## src/inc/sop_pkg.sv

```systemverilog
// Constants and types for the converter result-port controller
package sop_pkg;

    // ************************************************************
    // Timing
    // ************************************************************
    localparam int unsigned CLK_MHZ       = 100;  // System clock rate
    localparam int unsigned T_CONV_NS     = 1750; // Conversion time
    localparam int unsigned T_ACQ_NS      = 250;  // Acquisition interval
    localparam int unsigned T_SCK_HALF_NS = 20;   // Internal serial clock half period
    // Least times round up to whole cycles
    localparam int unsigned CONV_CYC = (T_CONV_NS * CLK_MHZ + 999) / 1000;
    localparam int unsigned ACQ_CYC  = (T_ACQ_NS * CLK_MHZ + 999) / 1000;
    localparam int unsigned SCK_HALF = (T_SCK_HALF_NS * CLK_MHZ + 999) / 1000;

    // ************************************************************
    // Register map (byte addresses)
    // ************************************************************
    localparam logic [7:0] A_CFG  = 8'h00; // Configuration, read/write
    localparam logic [7:0] A_STAT = 8'h04; // Live state, read-only
    localparam logic [7:0] A_RES  = 8'h08; // Latched result, read-only
    localparam logic [7:0] A_IST  = 8'h0c; // Sticky events, read-only
    localparam logic [7:0] A_IEN  = 8'h10; // Event enable, read/write
    localparam logic [7:0] A_ICLR = 8'h14; // Event clear, write-only

    // Configuration fields
    localparam int unsigned CFG_SERIAL_MODE  = 0;
    localparam int unsigned CFG_CLK_SOURCE   = 1;
    localparam int unsigned CFG_CLK_INVERT   = 2;
    localparam int unsigned CFG_FRAME_INVERT = 3;
    localparam int unsigned CFG_READ_TIMING  = 4;
    localparam int unsigned CFG_CODING       = 5;
    localparam int unsigned CFG_POWER_DOWN   = 6;
    localparam int unsigned CFG_LOW_POWER    = 7;
    localparam int unsigned CFG_FAST         = 8;
    localparam logic [8:0]  CFG_RST          = 9'h020; // Parallel, straight binary

    // Event bits
    localparam int unsigned EV_DONE    = 0;
    localparam int unsigned EV_OVERRUN = 1;

    // Bus responses
    localparam logic [1:0] RESP_OKAY   = 2'h0;
    localparam logic [1:0] RESP_SLVERR = 2'h2;

    // Data pins with a serial meaning
    localparam int unsigned PIN_SDO = 8;
    localparam int unsigned PIN_SCK = 9;
    localparam int unsigned PIN_FRM = 10;
    localparam int unsigned PIN_OVR = 11;

    typedef enum logic [1:0] {
        ST_IDLE = 2'b00,
        ST_CONV = 2'b01,
        ST_ACQ  = 2'b10
    } sop_state_t;

    // All state of the controller
    typedef struct packed {
        logic        cnv_s1, cnv_s2, cnv_q;  // Start request, active high
        logic        rst_s1, rst_s2;         // Reset pin
        logic        cs_s1, cs_s2;           // Chip select, active high
        logic        rd_s1, rd_s2;           // Read strobe, active high
        logic        sck_s1, sck_s2, sck_q;  // External serial clock
        sop_state_t  st;
        logic [15:0] cnt;
        logic [7:0]  div;
        logic [15:0] result;
        logic [15:0] shreg;
        logic [4:0]  bitcnt;
        logic        reading, avail, int_sck, ovr;
        logic [8:0]  cfg;
        logic [1:0]  ist, ien;
        logic        aw_got, w_got, bvalid, rvalid;
        logic [7:0]  awaddr;
        logic [31:0] wdata;
        logic [3:0]  wstrb;
        logic [1:0]  bresp, rresp;
        logic [31:0] rdata;
    } sop_regs_t;

endpackage

```

## src/hw/sop_port_ctrl.sv

```systemverilog
// Conversion control and result-output port of a 16-bit converter
//
// Summary of operation
// - Clock invert high: update data on falling edge
// - Parallel mode: bits 9-11 on serial pins
// - Serial clock pin out if internal, in otherwise
// - Internal clock: frame marker during read, polarity selectable
// - External clock: conversion end aborts read, pulses overrun
// - Bits 12 to 15 outputs whenever the bus is enabled
// - Busy from start until result latched
// - Output bus enabled only with select and strobe
// - Reset pin resets logic, aborts conversion
// - Power-down: finish current, refuse new conversions
// - Start falling edge holds sample, starts conversion
// - Low-power, fast off: start still low after acquisition converts
// - Source select low internal clock, high external
// - External, no invert: update on rising edge
// - Result MSB first, binary or two's complement
// - Read timing select, internal clock: read during or after conversion
`timescale 1ns/1ps
`default_nettype none

module sop_port_ctrl #(
    parameter int unsigned CONV_CYC = sop_pkg::CONV_CYC, // Conversion length
    parameter int unsigned ACQ_CYC  = sop_pkg::ACQ_CYC,  // Acquisition length
    parameter int unsigned SCK_HALF = sop_pkg::SCK_HALF  // Internal clock half period
) (
    input  wire logic        aclk,
    input  wire logic        aresetn,
    // AXI4-Lite slave
    input  wire logic [7:0]  s_axi_awaddr,
    input  wire logic        s_axi_awvalid,
    output logic             s_axi_awready,
    input  wire logic [31:0] s_axi_wdata,
    input  wire logic [3:0]  s_axi_wstrb,
    input  wire logic        s_axi_wvalid,
    output logic             s_axi_wready,
    output logic [1:0]       s_axi_bresp,
    output logic             s_axi_bvalid,
    input  wire logic        s_axi_bready,
    input  wire logic [7:0]  s_axi_araddr,
    input  wire logic        s_axi_arvalid,
    output logic             s_axi_arready,
    output logic [31:0]      s_axi_rdata,
    output logic [1:0]       s_axi_rresp,
    output logic             s_axi_rvalid,
    input  wire logic        s_axi_rready,
    output logic             irq,
    // Converter pins
    input  wire logic        convert_start_n,
    input  wire logic        chip_select_n,
    input  wire logic        read_strobe_n,
    input  wire logic        reset_req,
    output logic             busy,
    input  wire logic [15:0] port_in,
    output logic [15:0]      port_out,
    output logic [15:0]      port_oe,
    // Code from the analog array, valid at conversion end
    input  wire logic [15:0] conv_code
);

    // ************************************************************
    // State and decoded controls
    // ************************************************************
    sop_pkg::sop_regs_t s;      // Registered state
    sop_pkg::sop_regs_t next_s; // Its next value

    logic serial_parallel_select; // High: serial port
    logic clock_source_select;    // High: host supplies clock
    logic serial_clock_invert;
    logic frame_marker_invert;
    logic read_timing_select;     // High: read during conversion
    logic output_coding_select;   // High: straight binary
    logic power_down_req;
    logic low_power_select;
    logic fast_select;
    logic bus_en;                 // Select and strobe both active
    logic cnv_fall;               // Start pin falling edge
    logic sck_rise;
    logic sck_fall;
    logic upd_ext;                // Update edge of host clock
    logic conv_end;               // Last cycle of a conversion
    logic start;                  // Begin a conversion
    logic ovr_evt;                // Read lost to a new result
    logic [1:0]  clr;             // Event clear bits
    logic [15:0] wm;              // Byte-lane write mask

    assign serial_parallel_select = s.cfg[sop_pkg::CFG_SERIAL_MODE];
    assign clock_source_select    = s.cfg[sop_pkg::CFG_CLK_SOURCE];
    assign serial_clock_invert    = s.cfg[sop_pkg::CFG_CLK_INVERT];
    assign frame_marker_invert    = s.cfg[sop_pkg::CFG_FRAME_INVERT];
    assign read_timing_select     = s.cfg[sop_pkg::CFG_READ_TIMING];
    assign output_coding_select   = s.cfg[sop_pkg::CFG_CODING];
    assign power_down_req         = s.cfg[sop_pkg::CFG_POWER_DOWN];
    assign low_power_select       = s.cfg[sop_pkg::CFG_LOW_POWER];
    assign fast_select            = s.cfg[sop_pkg::CFG_FAST];

    // Active-low pair combined by an OR: both must be low
    assign bus_en   = s.cs_s2 && s.rd_s2;
    assign cnv_fall = s.cnv_s2 && !s.cnv_q;
    assign sck_rise = s.sck_s2 && !s.sck_q;
    assign sck_fall = !s.sck_s2 && s.sck_q;
    // Falling edge when inverted, rising edge otherwise
    assign upd_ext  = serial_clock_invert ? sck_fall : sck_rise;
    // A reset request cancels the latch of a result
    assign conv_end = (s.st == sop_pkg::ST_CONV) && (s.cnt == 16'h0000) && !s.rst_s2;
    assign wm       = {{8{s.wstrb[1]}}, {8{s.wstrb[0]}}};

    // ************************************************************
    // Outputs
    // ************************************************************
    assign busy          = (s.st == sop_pkg::ST_CONV);
    assign irq           = |(s.ist & s.ien);
    assign s_axi_awready = !s.aw_got && !s.bvalid;
    assign s_axi_wready  = !s.w_got && !s.bvalid;
    assign s_axi_bvalid  = s.bvalid;
    assign s_axi_bresp   = s.bresp;
    assign s_axi_arready = !s.rvalid;
    assign s_axi_rvalid  = s.rvalid;
    assign s_axi_rdata   = s.rdata;
    assign s_axi_rresp   = s.rresp;

    // Pin values: serial functions replace bits 8 to 11
    always_comb begin
        port_out = s.result;
        if (serial_parallel_select) begin
            port_out[7:0]                = 8'h00;
            port_out[sop_pkg::PIN_SDO]   = s.shreg[15];
            port_out[sop_pkg::PIN_SCK]   = s.int_sck ^ serial_clock_invert;
            port_out[sop_pkg::PIN_FRM]   = s.reading ^ frame_marker_invert;
            port_out[sop_pkg::PIN_OVR]   = s.ovr;
        end
    end

    // Drivers on only while the bus is enabled; low bits are inputs in serial
    // mode, and the clock pin turns round when the host supplies it
    assign port_oe = !bus_en ? 16'h0000 :
                     !serial_parallel_select ? 16'hffff :
                     {4'hf, 2'h3, !clock_source_select, 1'b1, 8'h00};

    // ************************************************************
    // Next state
    // ************************************************************
    always_comb begin
        next_s  = s;
        start   = 1'b0;
        ovr_evt = 1'b0;
        clr     = 2'h0;

        // Two-stage synchronisers; start and host clock add one edge-history stage
        next_s.cnv_s1 = !convert_start_n;
        next_s.cnv_s2 = s.cnv_s1;
        next_s.cnv_q  = s.cnv_s2;
        next_s.rst_s1 = reset_req;
        next_s.rst_s2 = s.rst_s1;
        next_s.cs_s1  = !chip_select_n;
        next_s.cs_s2  = s.cs_s1;
        next_s.rd_s1  = !read_strobe_n;
        next_s.rd_s2  = s.rd_s1;
        next_s.sck_s1 = port_in[sop_pkg::PIN_SCK];
        next_s.sck_s2 = s.sck_s1;
        next_s.sck_q  = s.sck_s2;
        next_s.ovr    = 1'b0; // Overrun is a one-cycle pulse

        // Bus write: address and data taken in either order
        if (s_axi_awvalid && s_axi_awready) begin
            next_s.aw_got = 1'b1;
            next_s.awaddr = s_axi_awaddr;
        end
        if (s_axi_wvalid && s_axi_wready) begin
            next_s.w_got = 1'b1;
            next_s.wdata = s_axi_wdata;
            next_s.wstrb = s_axi_wstrb;
        end
        if (s.aw_got && s.w_got) begin
            next_s.aw_got = 1'b0;
            next_s.w_got  = 1'b0;
            next_s.bvalid = 1'b1;
            next_s.bresp  = sop_pkg::RESP_OKAY;
            case (s.awaddr)
                sop_pkg::A_CFG: begin
                    next_s.cfg = (s.cfg & ~wm[8:0]) | (s.wdata[8:0] & wm[8:0]);
                end
                sop_pkg::A_IEN: begin
                    if (s.wstrb[0]) next_s.ien = s.wdata[1:0];
                end
                sop_pkg::A_ICLR: begin
                    if (s.wstrb[0]) clr = s.wdata[1:0];
                end
                // Writes to read-only words are dropped
                sop_pkg::A_STAT, sop_pkg::A_RES, sop_pkg::A_IST: begin
                    next_s.bresp = sop_pkg::RESP_OKAY;
                end
                default: begin
                    next_s.bresp = sop_pkg::RESP_SLVERR;
                end
            endcase
        end
        if (s.bvalid && s_axi_bready) next_s.bvalid = 1'b0;

        // Bus read: data answered one cycle after the address
        if (s_axi_arvalid && s_axi_arready) begin
            next_s.rvalid = 1'b1;
            next_s.rresp  = sop_pkg::RESP_OKAY;
            case (s_axi_araddr)
                sop_pkg::A_CFG:  next_s.rdata = {23'h0, s.cfg};
                sop_pkg::A_STAT: next_s.rdata = {27'h0, power_down_req, s.avail,
                                                 s.reading, s.st};
                sop_pkg::A_RES:  next_s.rdata = {16'h0, s.result};
                sop_pkg::A_IST:  next_s.rdata = {30'h0, s.ist};
                sop_pkg::A_IEN:  next_s.rdata = {30'h0, s.ien};
                sop_pkg::A_ICLR: next_s.rdata = 32'h0;
                default: begin
                    next_s.rdata = 32'h0;
                    next_s.rresp = sop_pkg::RESP_SLVERR;
                end
            endcase
        end
        if (s.rvalid && s_axi_rready) next_s.rvalid = 1'b0;

        // Serial read engine
        if (s.reading) begin
            if (!bus_en || !serial_parallel_select) begin
                next_s.reading = 1'b0; // Deselect ends the frame
                next_s.int_sck = 1'b0;
            end else if (clock_source_select) begin
                if (conv_end) begin
                    next_s.reading = 1'b0;
                    ovr_evt        = 1'b1;
                end else if (upd_ext) begin
                    next_s.shreg  = {s.shreg[14:0], 1'b0};
                    next_s.bitcnt = s.bitcnt + 5'd1;
                    if (s.bitcnt == 5'd15) next_s.reading = 1'b0;
                end
            end else if (s.div == 8'h00) begin
                // Own clock: rise updates, fall is the host's sample point
                next_s.div     = 8'(SCK_HALF - 1);
                next_s.int_sck = !s.int_sck;
                if (!s.int_sck) begin
                    next_s.shreg  = {s.shreg[14:0], 1'b0};
                    next_s.bitcnt = s.bitcnt + 5'd1;
                end else if (s.bitcnt == 5'd15) begin
                    next_s.reading = 1'b0; // Last bit sampled
                end
            end else begin
                next_s.div = s.div - 8'd1;
            end
        end else if (bus_en && serial_parallel_select && s.avail &&
                     (clock_source_select || !busy || read_timing_select)) begin
            next_s.reading = 1'b1;
            next_s.avail   = 1'b0;
            next_s.shreg   = s.result; // MSB shown first
            next_s.bitcnt  = 5'd0;
            next_s.int_sck = 1'b1;
            next_s.div     = 8'(SCK_HALF - 1);
        end
        next_s.ovr = ovr_evt;

        // Conversion sequencer
        case (s.st)
            sop_pkg::ST_IDLE: begin
                if (cnv_fall && !power_down_req) start = 1'b1;
            end
            sop_pkg::ST_CONV: begin
                // A pending reset pin skips the latch, so an abort leaves no result
                if (conv_end) begin
                    // Latch with selected coding; busy falls here
                    next_s.st     = sop_pkg::ST_ACQ;
                    next_s.cnt    = 16'(ACQ_CYC - 1);
                    next_s.result = conv_code ^ {!output_coding_select, 15'h0};
                    next_s.avail  = 1'b1;
                end else begin
                    next_s.cnt = s.cnt - 16'd1;
                end
            end
            sop_pkg::ST_ACQ: begin
                if (cnv_fall && !power_down_req) begin
                    start = 1'b1;
                end else if (s.cnt == 16'h0000) begin
                    next_s.st = sop_pkg::ST_IDLE;
                    // Start held low through acquisition converts at once
                    if (low_power_select && !fast_select && s.cnv_s2 && !power_down_req)
                        start = 1'b1;
                end else begin
                    next_s.cnt = s.cnt - 16'd1;
                end
            end
            default: begin
                next_s.st = sop_pkg::ST_IDLE;
            end
        endcase
        if (start) begin
            next_s.st  = sop_pkg::ST_CONV;
            next_s.cnt = 16'(CONV_CYC - 1);
        end

        // Sticky events: a new event beats a clear in the same cycle
        next_s.ist = (s.ist & ~clr) | {ovr_evt, conv_end};

        // Reset pin: abort conversion, idle the read path
        if (s.rst_s2) begin
            next_s.st      = sop_pkg::ST_IDLE;
            next_s.cnt     = 16'h0000;
            next_s.reading = 1'b0;
            next_s.int_sck = 1'b0;
            next_s.ovr     = 1'b0;
            next_s.avail   = 1'b0;
        end
    end

    // ************************************************************
    // State register
    // ************************************************************
    always_ff @(posedge aclk) begin
        if (!aresetn) begin
            s     <= '0;
            s.cfg <= sop_pkg::CFG_RST;
        end else begin
            s <= next_s;
        end
    end
endmodule // sop_port_ctrl

`default_nettype wire

```

## config.mk

```make
export PLATFORM = sky130hd
export DESIGN_NAME = sop_port_ctrl
export DESIGN_NICKNAME = d
export VERILOG_FILES = /design/src/inc/sop_pkg.sv /design/src/hw/sop_port_ctrl.sv
export SDC_FILE = /design/constraint.sdc
export NUM_CORES = 1
export LEC_CHECK = 0
export ABC_AREA = 1
export BUFFER_PORTS_ARGS = -buffer_cell sky130_fd_sc_hd__buf_4
export CAP_MARGIN = 15
export CORE_AREA = 2 2 118 120
export DETAILED_ROUTE_END_ITERATION = 10
export DIE_AREA = 0 0 120 122
export PLACE_DENSITY_LB_ADDON = 0.15
export SLEW_MARGIN = 10
export SYNTH_ARGS = -nofsm -noshare
export SYNTH_HDL_FRONTEND = slang
export SYNTH_SLANG_ARGS = --single-unit
```

## constraint.sdc

```tcl
create_clock -name aclk -period 5.8 [get_ports aclk]
set_clock_uncertainty 0.15 [all_clocks]
set_input_delay 0.87 -clock aclk [delete_from_list [all_inputs] [get_ports aclk]]
set_output_delay 0.87 -clock aclk [all_outputs]
set_load 0.05 [all_outputs]
```

==> results of run 1 <==
[cell usage after synthesis (all sizes together) (7+ instances only)]
| cell | n |
|---|---|
| xor2 | 14 |
| clkbuf | 21 |
| buf | 67 |
| o21ai | 66 |
| dfxtp | 133 |
| nor2 | 169 |
| a21oi | 99 |
| a211oi | 9 |
| inv | 115 |
| nor3 | 10 |
| nand4 | 7 |
| nand2 | 170 |
| nand3 | 50 |
[final cells by class]
| cell class | count | area [um2] |
|---|---|---|
| tap | 180 | 225 |
| timing repair buffer | 116 | 871 |
| multi-input combinational | 643 | 3070 |
| clock inverter | 12 | 178 |
| clock buffer | 20 | 447 |
| sequential | 133 | 2660 |
| inverter | 115 | 432 |
| fill | 1321 | 5620 |
[placed cells by master, fill, tap and decap left out, types with 3 or more instances in the layout]
cell type  Yosys  layout
dfxtp_1      133     133
or2_2          5       5
conb_1         1      18
nand3_1       38      38
xor2_1        14      14
bufinv_16      0       4
nor2_2         6       6
a21oi_1       98      98
ha_1           4       4
nor2_1       160     160
a211oi_1       9       9
clkbuf_16      0      17
o22ai_1        6       6
nand2_1      169     169
xnor2_1        6       6
nand4_1        6       6
nor2_4         3       3
inv_1        110     110
nand3_2       12      12
clkinv_2       0       3
nor3_1         9       9
buf_4         56     116
inv_2          5       5
clkinv_4       0       3
o21ai_0       64      64
[where the power goes]
group          internal [uW]  leakage [uW]  switching [uW]
Sequential               950       0.00108            23.9
Clock                    731      0.000304             405
Combinational            107       0.00216             229
Total                   1790       0.00354             658
[worst register-to-register path: cells and delay by family (launching register included)]
family          cells  cell delay [ns]
compound gates      1             0.11
simple gates        7             1.65
flops               1             0.72
[logic make-up after synthesis]
kind of cell / Yosys count / share of synthesized area
other cells: 1 / 0.000562
compound gates: 185 / 0.146
fa+ha+maj: 4 / 0.00750
flops: 133 / 0.399
buf+inv: 203 / 0.151
xor+xnor: 20 / 0.0262
simple gates: 416 / 0.270
[registers in the layout, indices dropped and copies added, names as in the netlist, named ones only]
register	flops
s_axi_bvalid	1
s_axi_rdata	16
s_axi_bresp	1
s_axi_rresp	1
s	93
s_axi_rvalid	1
port_out	4
next_s	7
[worst max-delay path by stage]
stage | cells past startpoint | slack [ns] | end | from
2_1_floorplan | 4 | 2.88 | port_out[10] | s[100]$_SDFF_PP0_
3_3_place_gp | 5 | 2.75 | s[146]$_SDFFE_PP0P_ | aresetn
3_5_place_dp | 5 | 2.73 | s[146]$_SDFFE_PP0P_ | aresetn
4_1_cts | 3 | 2.90 | port_out[9] | flop
5_1_grt | 3 | 2.81 | port_out[10] | flop
6_report | 3 | 2.92 | port_out[10] | flop
[per-stage QoR]
stage | worst slack, ns | cell area, um2
final | 2.92 | 7890
after global placement | 2.75 | 7260
after detailed placement | 2.73 | 7260
after floorplan | 2.88 | 6740
after global routing | 2.81 | 7890
after CTS | 2.90 | 7890
[per-layer routing]
metal	up-vias	GRT usage	part of all wire
li1	3127	-	-
met1	2692	0.304	0.48
met2	163	0.357	0.45
met3	19	0.0557	0.057
met4	0	0.0713	0.015
met5	-	0	0
==> run_results.csv, run 1 <==
group,metric,value,unit
logic_synthesis,synth_top_area_frac,0.399,
clock_network,cts_buffers,17,
timing,relSlewSlack,0.496,
worst_setup_path,path_delay_family,"flip-flops",
floorplan,die_w,120,um
placement,dp_hpwl,11300,um
floorplan,die_area,0.0146,mm2
clock_network,clockBufferDepth,2,
routing,dr.first_iter.drc_count,431,
pwr,vdd_ir_drop_max,0.201,mV
floorplan,die_height,122,um
worst_setup_path,crit_path_start_kind,"flop",
timing,setup_violations,0,
routing,wl,16300,um
clock_network,tritoncts,"done",
logic_synthesis,yosys_warnings,0,
placement,io_buffers,111,
global_routing,grt_pass1_vias,5379,
finish,antenna_cells,0,
clock_network,insertion_delay,0.42,ns
logic_synthesis,postSynth.asyncResetShare,0,
finish,nets,1125,
logic_synthesis,synth_flop_cell,"dfxtp_1",
worst_hold_path,hold_path_end,"s[171]$_SDFF_PN0_",
worst_setup_path,critPathKind,"flop to output port",
worst_setup_path,crit_slowest_cell,"dfxtp_1",
timing,holdWs,0.261,ns
routing,dr_total_vias,6001,
timing,hold_violations,0,
global_routing,grt-ovfl-total,0,
worst_setup_path,arrival,1.86,ns
timing,timing.final.crit_share,0.496,
worst_setup_path,critical_path.max_fanout,16,
worst_setup_path,cp-end-kind,"output port",
worst_setup_path,crit_required,4.78,ns
timing,worst_slew_pin_slew,0.754,ns
global_routing,grt_util_all_layers,0.226,
clock_network,clkSinkCount,133,
routing,via_per_inst,4.92,
routing,antenna_left,0,
worst_setup_path,regToRegSetupSlack,3.10,ns
finish,syn_to_final_growth,18.1,%
global_routing,grt_pass1_wl,26200,um
clock_network,cts_resized,0,
global_routing,antenna_found_initial,0,
global_routing,grt_max_degree,78,
clock_network,hold_buffers,0,
pwr,p_total,2450,uW
logic_synthesis,synth-seq-cells,133,
floorplan,fp-row-count,43,
worst_hold_path,hp-start,"next_s[171]$_SDFF_PN0_",
logic_synthesis,avgSynthCellArea,6.94,um2
logic_synthesis,seq_area_frac_synth,0.399,
flow_run,max-cap-violations,0,
logic_synthesis,ys_top_cells_by_area,"dfxtp_1 (40%), nand2_1 (9.5%), nor2_1 (9.0%), a21oi_1 (7.3%), buf_4 (6.3%)",
finish,fin_util,0.584,
worst_setup_path,slowest_delay,0.72,ns
routing,firstDrtPassIters,5,
timing,fin_tns_setup,0,ns
routing,drc,0,
pwr,power.leakage,0.00354,uW
clock_network,path_clk_slew,0.06,ns
pwr,p_per_area,310,mW/mm2
placement,dp.cells,1187,
logic_synthesis,synthCells,962,
worst_hold_path,hold_depth,2,
routing,wl_per_cell,13.3,um
logic_synthesis,synth_top_area_cell,"dfxtp_1",
clock_network,clock-root-buffer,"clkbuf_16",
timing,maxSlewViolCount,0,
placement,place.gp.congestion,0.856,
clock_network,post-cts-setup-buffers,0,
run_status,status,"finished clean",
worst_hold_path,min_path_type,"flop to flop",
worst_setup_path,cp_cell_sequence,"inv_1, o21ai_0, buf_4",
worst_setup_path,r2r-end,"s[117]$_SDFFE_PN0P_",
clock_network,htreeDepth,4,
timing,rsz0062_at_grt,"false",
floorplan,core_area,0.0135,mm2
timing,clock.fmax,0.348,GHz
worst_setup_path,ff2ff_path_depth,8,
logic_synthesis,synth_edf_count,0,
floorplan,pin_count,170,
logic_synthesis,synth_cell_type_count,37,
finish,stdcell_count,1219,
finish,drive_gt1_frac,0.174,
worst_setup_path,crit_buf_inv,2,
timing,layout_min_cycle_time,2.88,ns
floorplan,initial_core_util,0.494,
logic_synthesis,syn-cell-area,0.00667,mm2
Power figures use the tool's default switching activity.
==> inputs of run 2 (changes only) <==
==> constraint.sdc (replaced) <==
create_clock -name aclk -period 2.9 [get_ports aclk]
set_clock_uncertainty 0.15 [all_clocks]
set_input_delay 0.435 -clock aclk [delete_from_list [all_inputs] [get_ports aclk]]
set_output_delay 0.435 -clock aclk [all_outputs]
set_load 0.05 [all_outputs]
==> run_results.csv, run 2 (synthesized netlist as in run 1, its figures left out) <==
group,metric,value,unit
floorplan,die_area,0.0146,mm2
routing,wl_per_cell,13.5,um
worst_setup_path,cp-end-kind,"output port",
clock_network,hold_buffers,0,
pwr,p_per_area,603,mW/mm2
clock_network,tritoncts,"done",
worst_hold_path,min_path_type,"input port to flop",
floorplan,initial_core_util,0.494,
global_routing,grt_pass1_wl,26200,um
finish,fillers,1332,
worst_setup_path,critPathKind,"flop to output port",
finish,nets,1131,
timing,maxSlewViolCount,0,
routing,wl,16500,um
placement,dp_hpwl,11600,um
floorplan,pin_count,170,
timing,clock.fmax,0.457,GHz
worst_setup_path,critical_path.max_fanout,15,
global_routing,grt_util_all_layers,0.227,
timing,fin_tns_setup,0,ns
routing,dr_total_vias,6069,
worst_setup_path,slowest_delay,0.38,ns
finish,final_cell_mix,"nand2_1 (169), nor2_1 (160), dfxtp_1 (133), buf_4 (121), inv_1 (110)",
clock_network,path_clk_slew,0.05,ns
timing,layout_min_cycle_time,2.19,ns
timing,rsz0062_at_grt,"false",
routing,via_per_inst,4.96,
global_routing,grt-ovfl-total,0,
clock_network,clockBufferDepth,2,
placement,placed_cell_area,0.00732,mm2
floorplan,fp-row-count,43,
finish,syn_to_final_growth,18.5,%
finish,largest_register_ffs,93,
worst_setup_path,crit_path_start_kind,"flop",
worst_setup_path,path_delay_family,"buffers and inverters",
global_routing,busiest_layer,"met2",
placement,place.gp.congestion,0.861,
global_routing,grt_pass1_vias,5297,
timing,hold_violations,0,
floorplan,die_height,122,um
timing,holdWs,0.0196,ns
finish,fin_util,0.585,
routing,firstDrtPassIters,5,
clock_network,cts_buffers,17,
clock_network,clkSinkCount,133,
global_routing,grtUsageMet2,0.352,
worst_setup_path,cp_cell_sequence,"buf_4, nor2_1, buf_4",
timing,setup_violations,0,
finish,finalInstanceArea,0.00791,mm2
worst_setup_path,crit_required,2.32,ns
worst_setup_path,arrival,1.60,ns
timing,timing.final.crit_share,0.754,
worst_setup_path,cp_common_cell,"buf_4",
routing,dr.first_iter.drc_count,434,
worst_setup_path,crit_slowest_cell,"nor2_1",
pwr,p_total,4770,uW
global_routing,gr-usage-met1,0.307,
pwr,power.leakage,0.00356,uW
run_status,status,"finished clean",
routing,drc,0,
clock_network,insertion_delay,0.42,ns
clock_network,htreeDepth,4,
finish,multi_input_area,0.00307,mm2
pwr,vdd_ir_drop_max,0.433,mV
global_routing,use_met3,0.0529,
floorplan,die_w,120,um
global_routing,grt_max_degree,46,
flow_run,max-cap-violations,0,
clock_network,clock-root-buffer,"clkbuf_16",
floorplan,core_area,0.0135,mm2
clock_network,post-cts-setup-buffers,0,
placement,io_buffers,111,
worst_setup_path,crit_buf_inv,2,
finish,regMostFlops,"s",
global_routing,antenna_found_initial,0,
finish,drive_gt1_frac,0.175,
finish,layout_commonest_cell,"nand2_1",
clock_network,cts_resized,0,
finish,antenna_cells,0,
routing,antenna_left,0,
finish,regArea,0.00266,mm2
run 2: power by group:
part           internal [uW]  total, uW  switching, uW
sequential              1900       1950           47.8
clock                   1390       2130            743
combinational            216        682            466
run 2: worst paths after layout:
path	depth (start not counted)	slack (ns)	endpoint	start
worst max-delay path	3	0.71	port_oe[2]	flop
worst min-delay path	2	0.02	next_s[167]$_SDFF_PN0_	read_strobe_n
worst max register to register	10	0.77	s[159]$_SDFFE_PP0P_	s[146]$_SDFFE_PP0P_
worst min register to register	2	0.26	s[167]$_SDFF_PN0_	next_s[167]$_SDFF_PN0_
run 2: worst register-to-register path, cell delays in order (launching register included):
cell and delay (ns):
dfxtp_1 0.31, inv_1 0.11, ha_1 0.24, nand2_2 0.13, nor2_4 0.20, nand3_1 0.13, nand2_1 0.26, inv_2 0.16
nand2_1 0.11, xor2_1 0.15, nor2_1 0.05
run 2: metal layers:
layer | routed length, um | vias up
li1 | - | 3126
met1 | 7960 | 2726
met2 | 7270 | 189
met3 | 949 | 28
met4 | 310 | 0
met5 | 0 | -
run 2: area by class of cell:
| cell class | count | share of cell area |
|---|---|---|
| Inverter | 115 | 0.0546 |
| Clock buffer | 27 | 0.0661 |
| Timing Repair Buffer | 122 | 0.117 |
| Multi-Input combinational cell | 643 | 0.388 |
| Clock inverter | 3 | 0.00823 |
| Sequential cell | 133 | 0.337 |
| Tap cell | 180 | 0.0285 |
run 2: per-stage QoR:
step | worst slack [ns] | cells
2_1_floorplan | 0.414 | 979
3_3_place_gp | 0.873 | 1193
3_5_place_dp | 0.833 | 1193
4_1_cts | 0.687 | 1223
5_1_grt | 0.604 | 1223
6_report | 0.713 | 1223
==> inputs of run 3 (changes only) <==
--- a/config.mk
+++ b/config.mk
@@ -8,9 +8,9 @@
 export ABC_AREA = 1
 export BUFFER_PORTS_ARGS = -buffer_cell sky130_fd_sc_hd__buf_4
 export CAP_MARGIN = 15
-export CORE_AREA = 2 2 118 120
+export CORE_AREA = 2 2 121 123
 export DETAILED_ROUTE_END_ITERATION = 10
-export DIE_AREA = 0 0 120 122
+export DIE_AREA = 0 0 123 125
 export PLACE_DENSITY_LB_ADDON = 0.15
 export SLEW_MARGIN = 10
 export SYNTH_ARGS = -nofsm -noshare
==> constraint.sdc (replaced) <==
create_clock -name aclk -period 1.8 [get_ports aclk]
set_clock_uncertainty 0.15 [all_clocks]
set_input_delay 0.27 -clock aclk [delete_from_list [all_inputs] [get_ports aclk]]
set_output_delay 0.27 -clock aclk [all_outputs]
set_load 0.05 [all_outputs]
==> run_results.csv, run 3 (synthesized netlist as in run 1, its figures left out) <==
group,metric,value,unit
run_status,status,"complete, but fails checks",
run_status,violations,"negative hold slack, negative setup slack",
worst_setup_path,arrival,1.43,ns
finish,layout_commonest_cell,"buf_4",
floorplan,die_w,123,um
clock_network,clock-root-buffer,"clkbuf_16",
timing,clock.fmax,0.539,GHz
floorplan,core_area,0.0142,mm2
placement,pre_cts_slack,-0.0367,ns
routing,wl_per_cell,14.9,um
finish,drive_gt1_frac,0.314,
clock_network,clkSinkCount,133,
pwr,p_per_area,845,mW/mm2
routing,dr_total_vias,6841,
routing,dr.first_iter.drc_count,553,
routing,antenna_left,0,
routing,via_per_inst,5.00,
placement,dp_hpwl,12500,um
placement,io_buffers,111,
timing,layout_min_cycle_time,1.85,ns
clock_network,cts_buffers,17,
worst_setup_path,cp-end-kind,"output port",
finish,antenna_cells,0,
timing,relSlewSlack,0.660,
worst_setup_path,crit_path_start_kind,"flop",
worst_setup_path,regToRegSetupSlack,-0.04,ns
clock_network,path_clk_slew,0.06,ns
finish,nets,1271,
timing,setup_ws,-0.0550,ns
floorplan,die_area,0.0154,mm2
pwr,power.leakage,0.00448,uW
global_routing,gr-usage-met1,0.337,
clock_network,tritoncts,"done",
finish,largest_register_ffs,93,
global_routing,grt_pass1_wl,29700,um
timing,hold_violations,1,
finish,regMostFlops,"s",
global_routing,grt-ovfl-total,0,
worst_setup_path,critical_path.max_fanout,7,
flow_run,max-cap-violations,0,
floorplan,initial_core_util,0.470,
timing,rsz0062_at_grt,"true",
timing,maxSlewViolCount,0,
global_routing,grt_util_all_layers,0.245,
finish,syn_to_final_growth,49.1,%
global_routing,grt_pass1_vias,6054,
placement,place.gp.congestion,0.844,
timing,timing.final.crit_share,1.03,
global_routing,grt_max_degree,42,
timing,worst_slew_pin_slew,0.509,ns
worst_hold_path,hold_depth,3,
timing,setup_violations,21,
worst_setup_path,critPathKind,"flop to output port",
floorplan,pin_count,170,
worst_setup_path,crit_required,1.38,ns
finish,final_cell_mix,"buf_4 (166), nand2_1 (154), nor2_1 (144), dfxtp_1 (122), inv_1 (106)",
routing,wl,20400,um
routing,firstDrtPassIters,5,
global_routing,antenna_found_initial,0,
timing,holdWs,-0.00728,ns
global_routing,use_met3,0.0607,
global_routing,grtUsageMet2,0.381,
floorplan,fp-row-count,44,
pwr,vdd_ir_drop_max,0.665,mV
floorplan,die_height,125,um
clock_network,clockBufferDepth,2,
worst_hold_path,min_path_type,"input port to flop",
routing,drc,0,
clock_network,insertion_delay,0.43,ns
global_routing,busiest_layer,"met2",
worst_setup_path,ff2ff_path_depth,11,
clock_network,htreeDepth,4,
==> run 3: metrics by stage <==
| stage | setup TNS (ns) | cells | instance area (um2) | utilization | power, uW |
|---|---|---|---|---|---|
| after CTS | -0.605 | 1336 | 9170 | 0.646 | 8210 |
| final | -0.624 | 1369 | 9950 | 0.701 | 8410 |
| after global placement | -0.121 | 1251 | 7870 | 0.554 | 4400 |
| after detailed placement | -0.344 | 1251 | 7870 | 0.554 | 4410 |
| after floorplan | -0.204 | 979 | 6830 | - | 4040 |
| after global routing | -3.97 | 1369 | 9950 | 0.701 | 8720 |
==> run 3: final timing paths <==
check / from / to
max: flop / port_oe[0]
min: conv_code[3] / s[125]$_SDFFE_PN0P_
max reg2reg: s[146]$_SDFFE_PP0P_ / s[121]$_SDFFE_PN0P_
min reg2reg: next_s[167]$_SDFF_PN0_ / s[167]$_SDFF_PN0_
==> run 3: layout make-up <==
type,count,area (um2)
Multi-Input combinational cell,643,3470
Timing Repair Buffer,262,2500
Fill cell,1146,4250
Clock buffer,20,457
Inverter,115,438
Clock inverter,12,175
Sequential cell,133,2680
Tap cell,184,230
==> run 3: worst max-delay path, stage by stage, from the launching register on <==
cell and delay (ns):
dfxtp_2 0.34, buf_8 0.15, buf_12 0.12, nor2_4 0.10, buf_6 0.15, buf_8 0.15
==> run 3: per-layer routing <==
metal | wire length, um | vias to the layer above
li1 | - | 3427
met1 | 9290 | 3150
met2 | 9650 | 237
met3 | 1140 | 27
met4 | 348 | 0
met5 | 0 | -
==> run 3: power by group <==
group	internal (uW)	switching, uW	total [uW]
sequential	3060	85.3	3150
combinational	628	889	1520
clock	2390	1360	3750
==> run 3: timing repair <==
item                                   4_1_cts  5_1_grt
hold buffers                                43        2
gates cloned                                 1       11
setup endpoints to repair                   30       76
endpoints found under the hold margin       44        2
setup buffers                                9       21
pin swaps                                    5       49
gates resized for setup                     30      125
